--- src/pkg/extra_dma_pkg.sv ---
package extra_dma_pkg;
    // word indices; byte address is four times the index
    localparam logic [9:0] IDX_CMD          = 10'h064;
    localparam logic [9:0] IDX_STATUS       = 10'h06E;
    localparam logic [9:0] IDX_AUX_BUF_LEN  = 10'h180;
    localparam logic [9:0] IDX_AUX_NOTIFY   = 10'h181;
    localparam logic [9:0] IDX_STAMP_BUFLEN = 10'h182;
    localparam logic [9:0] IDX_STAMP_NOTIFY = 10'h183;
    localparam logic [9:0] IDX_WAIT_TIMEOUT = 10'h184;
    // per stream, element 0 is aux samples, element 1 is timestamps
    localparam logic [1:0][9:0] IDX_USER_LEN = {10'h0DC, 10'h0D2};
    localparam logic [1:0][9:0] IDX_USER_POS = {10'h0DD, 10'h0D3};
    localparam logic [1:0][9:0] IDX_FREED    = {10'h0DE, 10'h0D4};
    localparam logic [1:0][9:0] IDX_BUF_LEN  = {IDX_STAMP_BUFLEN, IDX_AUX_BUF_LEN};
    localparam logic [1:0][9:0] IDX_NOTIFY   = {IDX_STAMP_NOTIFY, IDX_AUX_NOTIFY};
    localparam int BIT_START  = 20;
    localparam int BIT_WAIT   = 21;
    localparam int BIT_STOP   = 22;
    localparam int BIT_POLL   = 23;
    localparam int BIT_BLKRDY = 12;
    localparam int BIT_DONE   = 13;
    localparam int BIT_OVERRN = 14;
    localparam int BIT_ERROR  = 15;
    localparam logic [31:0] EXTRA_STAT_MASK = 32'h0000F000;
    localparam logic        STREAM_AUX      = 1'b0;
    localparam logic        STREAM_STAMP    = 1'b1;
    localparam logic [31:0] BEAT_BYTES      = 32'h00000008;
    localparam int          STAMP_BITS      = 56;
    localparam logic [31:0] RST_BUF_LEN     = 32'h00000000;
    localparam logic [31:0] RST_NOTIFY      = 32'h00000000;
    localparam logic [31:0] RST_TIMEOUT     = 32'h00000000;
    localparam int TIMEOUT_UNIT_NS = 1000000;
    localparam int CLK_PERIOD_NS   = 5;
    localparam int MS_CYCLES       = (TIMEOUT_UNIT_NS + CLK_PERIOD_NS - 1) / CLK_PERIOD_NS;

    typedef enum logic [1:0] {MODE_IDLE, MODE_DMA, MODE_POLL} mode_e;

    typedef struct packed {
        mode_e            mode;
        logic             dpValid;
        logic             dpWrite;
        logic             dpExec;
        logic [9:0]       dpIndex;
        logic             waiting;
        logic             pollBusy;
        logic             pollStream;
        logic [31:0]      waitMs;
        logic [31:0]      msCnt;
        logic [31:0]      timeoutMs;
        logic [1:0][31:0] bufLen;
        logic [1:0][31:0] notify;
        logic [1:0][31:0] writePos;
        logic [1:0][31:0] pending;
        logic [1:0][31:0] userLen;
        logic [1:0][31:0] userPos;
        logic [1:0][31:0] cardFree;
        logic             doneF;
        logic             overrunF;
        logic             errorF;
        logic             dmaValid;
        logic             dmaKind;
        logic [31:0]      dmaAddr;
        logic [63:0]      dmaData;
        logic [31:0]      rdata;
        logic [31:0]      mainCmd;
        logic             mainStrobe;
    } state_s;
endpackage : extra_dma_pkg

--- src/extra_fifo_dma_transfer.sv ---
`timescale 1ns/10ps
// Summary of operation
// - start bit begins ring transfer, DMA mode
// - wait stalls until block, done, overrun, error or timeout
// - stop bit halts transfer, data invalid
// - poll mode moves data only on read
// - one command write acts on all bits
// - block ready once notify block available
// - done flag raised only with notify zero
// - overrun flag on FIFO overflow or underflow while not idle
// - error flag on internal fault
// - engine independent of main sample engine
// - shared FIFO split into two streams
// - notify zero reports only when complete
// - card to host only, no start offset
// - aux stream: length, position, freed counters
// - stamp stream: length, position, freed counters
// - after start: zero available, full free
// - available count moves in notify steps
// - overrun stops the transfer at once
// - poll read reports all fetched, 8-byte grain
// - stamp is 56 bits in 8-byte slot
module extra_fifo_dma_transfer #(
    parameter int MS_CYCLES = extra_dma_pkg::MS_CYCLES
) (
    // clock and control
    input  wire logic        clock,
    input  wire logic        srst,
    input  wire logic        ce,
    // AHB-Lite slave
    input  wire logic        hsel,
    input  wire logic [31:0] haddr,
    input  wire logic [1:0]  htrans,
    input  wire logic        hwrite,
    input  wire logic [2:0]  hsize,
    input  wire logic [31:0] hwdata,
    input  wire logic        hready,
    output logic             hreadyout,
    output logic [31:0]      hrdata,
    output logic             hresp,
    // extra FIFO
    input  wire logic        fifoValid,
    input  wire logic        fifoKind,
    input  wire logic [63:0] fifoData,
    output logic             fifoReady,
    input  wire logic        fifoOverflow,
    input  wire logic        fifoUnderflow,
    input  wire logic        internalFault,
    // host memory writes
    output logic             dmaValid,
    input  wire logic        dmaReady,
    output logic             dmaKind,
    output logic [31:0]      dmaAddr,
    output logic [63:0]      dmaData,
    // shared command and status with the rest of the card
    output logic [31:0]      mainCmd,
    output logic             mainCmdStrobe,
    input  wire logic [31:0] mainStatus
);
    extra_dma_pkg::state_s st_r;
    extra_dma_pkg::state_s st_nxt;

    logic        waitNow;
    logic        blockReady;
    logic        engineOn;
    logic        outFree;
    logic        take;
    logic        execCmd;
    logic        waitEnd;
    logic [31:0] dec;

    function automatic logic [31:0] wrapAdd(input logic [31:0] pos, input logic [31:0] inc,
                                            input logic [31:0] len);
        logic [32:0] sum;
        sum = {1'b0, pos} + {1'b0, inc};
        if (len == 32'h00000000)
            wrapAdd = 32'h00000000;
        else if (sum >= {1'b0, len})
            wrapAdd = 32'(sum - {1'b0, len});
        else
            wrapAdd = sum[31:0];
    endfunction : wrapAdd

    always_comb
    begin
        blockReady = 1'b0;
        for (int s = 0; s < 2; s++)
        begin
            if (st_r.notify[s] != 32'h00000000 && st_r.userLen[s] >= st_r.notify[s])
                blockReady = 1'b1;
        end
    end

    assign execCmd = st_r.dpValid && st_r.dpWrite && !st_r.dpExec
                     && st_r.dpIndex == extra_dma_pkg::IDX_CMD;
    // a wait only blocks when the same write leaves the engine in DMA mode
    assign waitNow = execCmd && hwdata[extra_dma_pkg::BIT_WAIT] && !hwdata[extra_dma_pkg::BIT_POLL]
                     && (hwdata[extra_dma_pkg::BIT_START]
                         || (st_r.mode == extra_dma_pkg::MODE_DMA
                             && !hwdata[extra_dma_pkg::BIT_STOP]));
    // a frozen engine must not finish a bus transfer it cannot register
    assign hreadyout = ce && !(st_r.waiting || st_r.pollBusy || waitNow);
    assign hresp     = 1'b0;
    assign waitEnd   = blockReady || st_r.doneF || st_r.overrunF || st_r.errorF
                       || st_r.mode != extra_dma_pkg::MODE_DMA
                       || (st_r.timeoutMs != 32'h00000000 && st_r.waitMs >= st_r.timeoutMs);

    // this engine has its own FIFO, beat port and counters
    assign engineOn = st_r.mode == extra_dma_pkg::MODE_DMA
                      || (st_r.mode == extra_dma_pkg::MODE_POLL && st_r.pollBusy);
    assign outFree  = !st_r.dmaValid || dmaReady;
    // no pop while frozen, or the record would be lost
    assign take     = ce && engineOn && fifoValid && outFree
                      && st_r.cardFree[fifoKind] >= extra_dma_pkg::BEAT_BYTES;
    assign fifoReady = take;

    always_comb
    begin
        st_nxt = st_r;
        dec = 32'h00000000;
        st_nxt.mainStrobe = 1'b0;
        if (st_r.dmaValid && dmaReady)
            st_nxt.dmaValid = 1'b0;
        // move one record into the ring of its own stream
        if (take)
        begin
            st_nxt.dmaValid = 1'b1;
            st_nxt.dmaKind  = fifoKind;
            st_nxt.dmaAddr  = st_r.writePos[fifoKind];
            if (fifoKind == extra_dma_pkg::STREAM_STAMP)
                st_nxt.dmaData = {8'h00, fifoData[extra_dma_pkg::STAMP_BITS-1:0]};
            else
                st_nxt.dmaData = fifoData;
            st_nxt.writePos[fifoKind] = wrapAdd(st_r.writePos[fifoKind],
                                                extra_dma_pkg::BEAT_BYTES,
                                                st_r.bufLen[fifoKind]);
            st_nxt.cardFree[fifoKind] = st_r.cardFree[fifoKind] - extra_dma_pkg::BEAT_BYTES;
            st_nxt.pending[fifoKind]  = st_r.pending[fifoKind] + extra_dma_pkg::BEAT_BYTES;
        end
        // announce transferred bytes to the host
        if (st_r.mode == extra_dma_pkg::MODE_DMA)
        begin
            for (int s = 0; s < 2; s++)
            begin
                if (st_r.notify[s] != 32'h00000000)
                begin
                    if (st_nxt.pending[s] >= st_r.notify[s])
                    begin
                        st_nxt.pending[s] = st_nxt.pending[s] - st_r.notify[s];
                        st_nxt.userLen[s] = st_nxt.userLen[s] + st_r.notify[s];
                    end
                end
                else if (st_nxt.cardFree[s] == 32'h00000000 && st_nxt.pending[s] != 32'h00000000)
                begin
                    st_nxt.userLen[s] = st_nxt.userLen[s] + st_nxt.pending[s];
                    st_nxt.pending[s] = 32'h00000000;
                    st_nxt.doneF      = 1'b1;
                end
            end
        end
        // poll fetch ends once nothing more can move
        if (st_r.pollBusy && !take && !st_r.dmaValid)
        begin
            for (int s = 0; s < 2; s++)
            begin
                st_nxt.userLen[s] = st_nxt.userLen[s] + st_nxt.pending[s];
                st_nxt.pending[s] = 32'h00000000;
            end
            st_nxt.rdata    = st_nxt.userLen[st_r.pollStream];
            st_nxt.pollBusy = 1'b0;
        end
        // wait timer in whole milliseconds
        if (st_r.waiting)
        begin
            if (st_r.msCnt == 32'(MS_CYCLES - 1))
            begin
                st_nxt.msCnt  = 32'h00000000;
                st_nxt.waitMs = st_r.waitMs + 32'h00000001;
            end
            else
                st_nxt.msCnt = st_r.msCnt + 32'h00000001;
            if (waitEnd)
                st_nxt.waiting = 1'b0;
        end
        // register writes in the data phase
        if (st_r.dpValid && st_r.dpWrite && !st_r.dpExec)
        begin
            st_nxt.dpExec = 1'b1;
            if (execCmd)
            begin
                st_nxt.mainCmd    = hwdata;
                st_nxt.mainStrobe = 1'b1;
                if (hwdata[extra_dma_pkg::BIT_STOP])
                    st_nxt.mode = extra_dma_pkg::MODE_IDLE;
                if (hwdata[extra_dma_pkg::BIT_START] || hwdata[extra_dma_pkg::BIT_POLL])
                begin
                    // buffer length and notify are taken as already defined
                    for (int s = 0; s < 2; s++)
                    begin
                        st_nxt.writePos[s] = 32'h00000000;
                        st_nxt.pending[s]  = 32'h00000000;
                        st_nxt.userLen[s]  = 32'h00000000;
                        st_nxt.userPos[s]  = 32'h00000000;
                        st_nxt.cardFree[s] = st_r.bufLen[s];
                    end
                    st_nxt.doneF    = 1'b0;
                    st_nxt.overrunF = 1'b0;
                    st_nxt.errorF   = 1'b0;
                    st_nxt.dmaValid = 1'b0;
                    st_nxt.mode     = hwdata[extra_dma_pkg::BIT_POLL]
                                      ? extra_dma_pkg::MODE_POLL : extra_dma_pkg::MODE_DMA;
                end
                if (waitNow)
                begin
                    st_nxt.waiting = 1'b1;
                    st_nxt.waitMs  = 32'h00000000;
                    st_nxt.msCnt   = 32'h00000000;
                end
            end
            for (int s = 0; s < 2; s++)
            begin
                if (st_r.dpIndex == extra_dma_pkg::IDX_FREED[s])
                begin
                    // freed bytes go back to the card
                    dec = (hwdata > st_nxt.userLen[s]) ? st_nxt.userLen[s] : hwdata;
                    if (hwdata > st_nxt.userLen[s])
                        st_nxt.errorF = 1'b1;
                    st_nxt.userLen[s]  = st_nxt.userLen[s] - dec;
                    st_nxt.userPos[s]  = wrapAdd(st_r.userPos[s], dec, st_r.bufLen[s]);
                    st_nxt.cardFree[s] = st_nxt.cardFree[s] + dec;
                end
                if (st_r.dpIndex == extra_dma_pkg::IDX_BUF_LEN[s])
                    st_nxt.bufLen[s] = hwdata;
                if (st_r.dpIndex == extra_dma_pkg::IDX_NOTIFY[s])
                    st_nxt.notify[s] = hwdata;
            end
            if (st_r.dpIndex == extra_dma_pkg::IDX_WAIT_TIMEOUT)
                st_nxt.timeoutMs = hwdata;
        end
        // hardware faults win over a clearing start, except an overrun on an idle engine
        if (st_r.mode != extra_dma_pkg::MODE_IDLE && (fifoOverflow || fifoUnderflow))
        begin
            st_nxt.overrunF = 1'b1;
            st_nxt.mode     = extra_dma_pkg::MODE_IDLE;
        end
        if (internalFault)
            st_nxt.errorF = 1'b1;
        // address phase
        if (hsel && htrans[1] && hready)
        begin
            st_nxt.dpValid = 1'b1;
            st_nxt.dpWrite = hwrite;
            st_nxt.dpExec  = 1'b0;
            st_nxt.dpIndex = haddr[11:2];
            if (!hwrite)
            begin
                st_nxt.rdata = 32'h00000000;
                if (haddr[11:2] == extra_dma_pkg::IDX_STATUS)
                    st_nxt.rdata = (mainStatus & ~extra_dma_pkg::EXTRA_STAT_MASK)
                                   | (32'(blockReady) << extra_dma_pkg::BIT_BLKRDY)
                                   | (32'(st_r.doneF) << extra_dma_pkg::BIT_DONE)
                                   | (32'(st_r.overrunF) << extra_dma_pkg::BIT_OVERRN)
                                   | (32'(st_r.errorF) << extra_dma_pkg::BIT_ERROR);
                if (haddr[11:2] == extra_dma_pkg::IDX_WAIT_TIMEOUT)
                    st_nxt.rdata = st_r.timeoutMs;
                for (int s = 0; s < 2; s++)
                begin
                    if (haddr[11:2] == extra_dma_pkg::IDX_USER_LEN[s])
                    begin
                        st_nxt.rdata = st_r.userLen[s];
                        if (st_r.mode == extra_dma_pkg::MODE_POLL)
                        begin
                            st_nxt.pollBusy   = 1'b1;
                            st_nxt.pollStream = s[0];
                        end
                    end
                    if (haddr[11:2] == extra_dma_pkg::IDX_USER_POS[s])
                        st_nxt.rdata = st_r.userPos[s];
                    if (haddr[11:2] == extra_dma_pkg::IDX_BUF_LEN[s])
                        st_nxt.rdata = st_r.bufLen[s];
                    if (haddr[11:2] == extra_dma_pkg::IDX_NOTIFY[s])
                        st_nxt.rdata = st_r.notify[s];
                end
            end
        end
        else if (hreadyout)
            st_nxt.dpValid = 1'b0;
    end

    always_ff @(posedge clock)
    begin
        if (srst)
        begin
            st_r           <= '0;
            st_r.mode      <= extra_dma_pkg::MODE_IDLE;
            st_r.bufLen    <= {extra_dma_pkg::RST_BUF_LEN, extra_dma_pkg::RST_BUF_LEN};
            st_r.notify    <= {extra_dma_pkg::RST_NOTIFY, extra_dma_pkg::RST_NOTIFY};
            st_r.timeoutMs <= extra_dma_pkg::RST_TIMEOUT;
        end
        else if (ce)
            st_r <= st_nxt;
    end

    assign hrdata        = st_r.rdata;
    assign dmaValid      = st_r.dmaValid;
    assign dmaKind       = st_r.dmaKind;
    assign dmaAddr       = st_r.dmaAddr;
    assign dmaData       = st_r.dmaData;
    assign mainCmd       = st_r.mainCmd;
    assign mainCmdStrobe = st_r.mainStrobe;

    logic execStart;
    assign execStart = ce && execCmd && hwdata[extra_dma_pkg::BIT_START]
                       && !hwdata[extra_dma_pkg::BIT_POLL] && !fifoOverflow && !fifoUnderflow;

    AST_START_CLEARS: assert property (@(posedge clock) disable iff (srst)
        execStart |=> st_r.userLen[0] == 32'h00000000 && st_r.cardFree[1] == st_r.bufLen[1]
                      && st_r.mode == extra_dma_pkg::MODE_DMA)
        else $error("start did not clear stream counters");
    AST_WAIT_HOLDS: assert property (@(posedge clock) disable iff (srst)
        ce && st_r.waiting && !waitEnd |=> !hreadyout)
        else $error("bus released while wait pending");
    AST_STOP_IDLE: assert property (@(posedge clock) disable iff (srst)
        ce && execCmd && hwdata[extra_dma_pkg::BIT_STOP] && !hwdata[extra_dma_pkg::BIT_START]
        && !hwdata[extra_dma_pkg::BIT_POLL] |=> st_r.mode == extra_dma_pkg::MODE_IDLE)
        else $error("stop left engine running");
    AST_POLL_NO_DMA: assert property (@(posedge clock) disable iff (srst)
        st_r.mode == extra_dma_pkg::MODE_POLL && !st_r.pollBusy |-> !fifoReady)
        else $error("poll mode moved data unrequested");
    AST_OVERRUN_STOPS: assert property (@(posedge clock) disable iff (srst)
        ce && st_r.mode != extra_dma_pkg::MODE_IDLE && fifoOverflow
        |=> st_r.overrunF && st_r.mode == extra_dma_pkg::MODE_IDLE)
        else $error("overrun did not stop transfer");
    AST_NOTIFY_STEP: assert property (@(posedge clock) disable iff (srst)
        ce && st_r.mode == extra_dma_pkg::MODE_DMA && st_r.notify[0] != 32'h00000000
        && st_nxt.userLen[0] > st_r.userLen[0]
        |=> st_r.userLen[0] == $past(st_r.userLen[0]) + $past(st_r.notify[0]))
        else $error("available count moved off notify step");
    AST_DONE_ZERO: assert property (@(posedge clock) disable iff (srst)
        $rose(st_r.doneF) |-> st_r.notify[0] == 32'h00000000 || st_r.notify[1] == 32'h00000000)
        else $error("done raised with nonzero notify");
    AST_RING_BOUND: assert property (@(posedge clock) disable iff (srst)
        st_r.dmaValid |-> st_r.dmaAddr < st_r.bufLen[st_r.dmaKind])
        else $error("ring write outside buffer");
    AST_STAMP_PAD: assert property (@(posedge clock) disable iff (srst)
        st_r.dmaValid && st_r.dmaKind == extra_dma_pkg::STREAM_STAMP |-> st_r.dmaData[63:56] == 8'h00)
        else $error("stamp slot not padded");
    AST_ERROR_SET: assert property (@(posedge clock) disable iff (srst)
        ce && internalFault |=> st_r.errorF)
        else $error("internal fault lost");
    AST_CMD_PASS: assert property (@(posedge clock) disable iff (srst)
        ce && execCmd |=> mainCmdStrobe && mainCmd == $past(hwdata))
        else $error("command not forwarded");

    COV_START: cover property (@(posedge clock) disable iff (srst) execStart);
    COV_WAIT_DONE: cover property (@(posedge clock) disable iff (srst) $fell(st_r.waiting));
    COV_POLL_DONE: cover property (@(posedge clock) disable iff (srst) $fell(st_r.pollBusy));
    COV_DONE: cover property (@(posedge clock) disable iff (srst) $rose(st_r.doneF));
endmodule : extra_fifo_dma_transfer

--- config.mk ---
export PLATFORM = sky130hd
export DESIGN_NAME = extra_fifo_dma_transfer
export DESIGN_NICKNAME = d
export VERILOG_FILES = /design/src/pkg/extra_dma_pkg.sv /design/src/extra_fifo_dma_transfer.sv
export SDC_FILE = /design/constraint.sdc
export NUM_CORES = 2
export LEC_CHECK = 0
export ABC_AREA = 1
export BUFFER_PORTS_ARGS = -buffer_cell sky130_fd_sc_hd__buf_2
export CAP_MARGIN = 30
export CORE_ASPECT_RATIO = 1.2
export CORE_MARGIN = 2
export CORE_UTILIZATION = 30
export CTS_CLUSTER_SIZE = 16
export DETAILED_ROUTE_END_ITERATION = 7
export PLACE_DENSITY_LB_ADDON = 0.08
export SYNTH_ARGS = -nofsm -noshare
export SYNTH_HDL_FRONTEND = slang
export SYNTH_SLANG_ARGS = --single-unit
--- constraint.sdc ---
create_clock -name clock -period 30.3 [get_ports clock]
set_input_delay 4.545 -clock clock [delete_from_list [all_inputs] [get_ports clock]]
set_output_delay 4.545 -clock clock [all_outputs]
set_load 0.01 [all_outputs]
==> out/metrics.cfg <==
[routing]
drt_iter0_drc=7872
num_vias=80535
wl_per_cell_um=28.4
ant_nets=0
via_per_inst=5.56
drc=0
firstDrtPassIters=6
totalWireLength_um=411000

[synthesis]
yosysWarnings=0
syn_area_um2=71900
syn_inst=11263
async_reset_ff_share_pct=0
ys.flop_type=dfxtp_1
synth.distinct_cells=83
synthesis.nets=12153
yosysSeqAreaShare_pct=20.3
postSynthAreaPerCell_um2=6.38
ys_seq_elements=728
synth_edf_count=0

[floorplanning]
dieWidth_um=451
row_count=196
core_area_um2=238000
die_h_um=540
initial_utilization_pct=30.2
ioPinCount=343
dieArea_um2=244000

[global_routing]
grtUsageTotal_pct=32.4
grt_pass1_vias=75359
grt_first_pass_wirelength_um=567000
antenna_found_initial=62
grt_max_degree=130
gr-total-overflow=0

[hold_path]
hold_path_end=dmaData[59]
worst_hold_path_type=register to register
holdPathStages=2
worstHoldStart=dmaData[59]

[place]
place_hpwl_um=330000
io_buffers=311
place.gp.congestion=1.00

[clock_network]
cts_made_buffers=97
clkSlewWorstSetupHoldPaths_ns=0.06
cts_resized=0
ctsHoldBuffers=0
cts_tree=done
post-cts-setup-buffers=0
clock_sinks=728
cts-root-buf=clkbuf_16
clock_path_buffers=3
clk_latency_ns=0.80
htree_levels=3

[sta]
slew_headroom_pct=23.0
report.final.hold_viol_count=0
whs_ns=0.462
fmax_ghz=0.0389
worst-slew-pin-transition_ns=1.14
min_period_ns=25.71
setup_violations=0
maxSlewViolCount=0
fin_tns_setup_ns=0
period_share_pct=84.9
grt_setup_unrepaired=no
finClkSkew_ns=0.0637

[critical_path]
slowest_stage=o21ai_1
cpMostUsedCell=nand2_1
max_stage_delay_ns=0.84
required_ns=30.93
r2r-start=st_r[711]
startpoint_type=input port
arrival_ns=26.35
reg2reg_setup_slack_ns=9.02
endpoint_kind=register
crit_type=input port to register
r2r_end=st_r[246]
rr_worst_depth=91
path_max_fanout=69

[job]
cap_violations=0

[layout]
drive_gt1_share_pct=7.40
final_common_cell=nand2_1
fill_cells=26753
area_growth_pct=10.5
layout_common_cells=nand2_1, a21oi_1, inv_1
num-nets-final=12098

[run_status]
outcome=complete, no violations

[pwr]
power.total_w=0.00306
powerDensity_nw_per_um2=38.6
leakage_nw=35.3
vdd_drop_max_mv=0.0444

[synth_stat cells, types with 28 or more instances]
| library cell | instances | area share (%) |
|---|---|---|
| ha_1 | 696 | 12 |
| o21bai_1 | 44 | 0.46 |
| nand2_1 | 2398 | 13 |
| nor2_1 | 733 | 3.8 |
| nand4_1 | 124 | 1.1 |
| nand3_1 | 412 | 2.9 |
| a31oi_1 | 79 | 0.69 |
| a21oi_1 | 1416 | 9.9 |
| o2111ai_1 | 35 | 0.43 |
| buf_1 | 28 | 0.15 |
| o21ai_0 | 1194 | 8.3 |
| xor2_1 | 318 | 3.9 |
| nor3_1 | 96 | 0.67 |
| xnor2_1 | 158 | 1.9 |
| or2_2 | 49 | 0.43 |
| buf_4 | 172 | 1.8 |
| o21ai_1 | 101 | 0.70 |
| buf_2 | 33 | 0.23 |
| inv_1 | 1189 | 6.2 |
| o211ai_1 | 224 | 2.3 |
| a211oi_1 | 75 | 0.78 |
| a221oi_1 | 33 | 0.40 |
| clkbuf_1 | 401 | 2.1 |
| dfxtp_1 | 728 | 20 |
| nor4_1 | 87 | 0.76 |
| o221ai_1 | 87 | 1.1 |
[power by group]
group	internal, W	switching [W]	leakage [nW]
logic	0.000243	0.000532	27.7
clock network	0.000756	0.000551	1.71
registers	0.000966	0.0000162	5.88
total	0.00196	0.00110	35.3
[worst max-delay path: cells and delay by family]
family          cells  cell delay (ns)
fa+ha+maj           6             2.10
compound gates     23             6.97
simple gates       49             6.19
xor+xnor            2             0.90
mux                 1             0.17
buf+inv            17             5.23
[cell type report]
class | count | area (µm²) | area share [%]
repair buffers | 492 | 3050 | 3.84
flip-flops and latches | 728 | 14600 | 18.3
clock buffers | 143 | 2910 | 3.66
multi-input cells | 8663 | 49700 | 62.5
clock inverters | 38 | 587 | 0.739
diodes | 19 | 47.5 | 0.0598
inverters | 1226 | 4630 | 5.83
well taps | 3168 | 3960 | 4.99
[worst max path at each step]
stage,startpoint,cells past startpoint,slack [ns],end
2_1_floorplan,fifoKind,104,11.13,st_r[284]
3_3_place_gp,fifoKind,98,4.29,st_r[251]
3_5_place_dp,fifoKind,97,4.30,st_r[250]
4_1_cts,fifoKind,98,5.08,st_r[250]
5_1_grt,fifoKind,97,3.22,st_r[243]
6_report,fifoKind,98,4.59,st_r[246]
[through the flow]
step	cell area, µm²	util, %	setup WS, ns	cells
final	79400	33.4	4.59	14477
after global routing	79400	33.4	3.22	14462
after CTS	79400	33.4	5.08	14454
after detailed placement	75900	31.9	4.30	14273
after global placement	75700	31.8	4.29	14262
after floorplan	71900	-	11.13	11263
[state kept, by name (all words and copies together), names as in the netlist, named ones only]
signal and cells:
dmaValid 1, dmaData 64, dmaKind 1, mainCmdStrobe 1, dmaAddr 32, st_r 564, hrdata 32, mainCmd 32
[cell families (layout without fill, tap and decap cells)]
group | Yosys count | in the layout | share of synthesized area (%)
AOI/OAI and AO/OA | 3461 | 3461 | 27.0
xor gates and xnor gates | 476 | 476 | 5.80
adders and majority gates | 713 | 713 | 12.6
buffers and inverters | 1872 | 1899 | 10.9
DFF | 728 | 728 | 20.3
muxes | 31 | 31 | 0.439
other | 1 | 20 | 0.00522
and+or+nand+nor | 3981 | 3981 | 23.1
[per-layer routing]
metal	GRT usage (%)	wire, µm	share of wire [%]	vias to the layer above
li1	-	-	-	38290
met1	39.8	167000	41	38386
met2	53.3	188000	46	3108
met3	5.14	28200	6.9	733
met4	19.0	27900	6.8	18
met5	0	117	0.028	-
No activity file was read; power rests on OpenSTA's default activity.
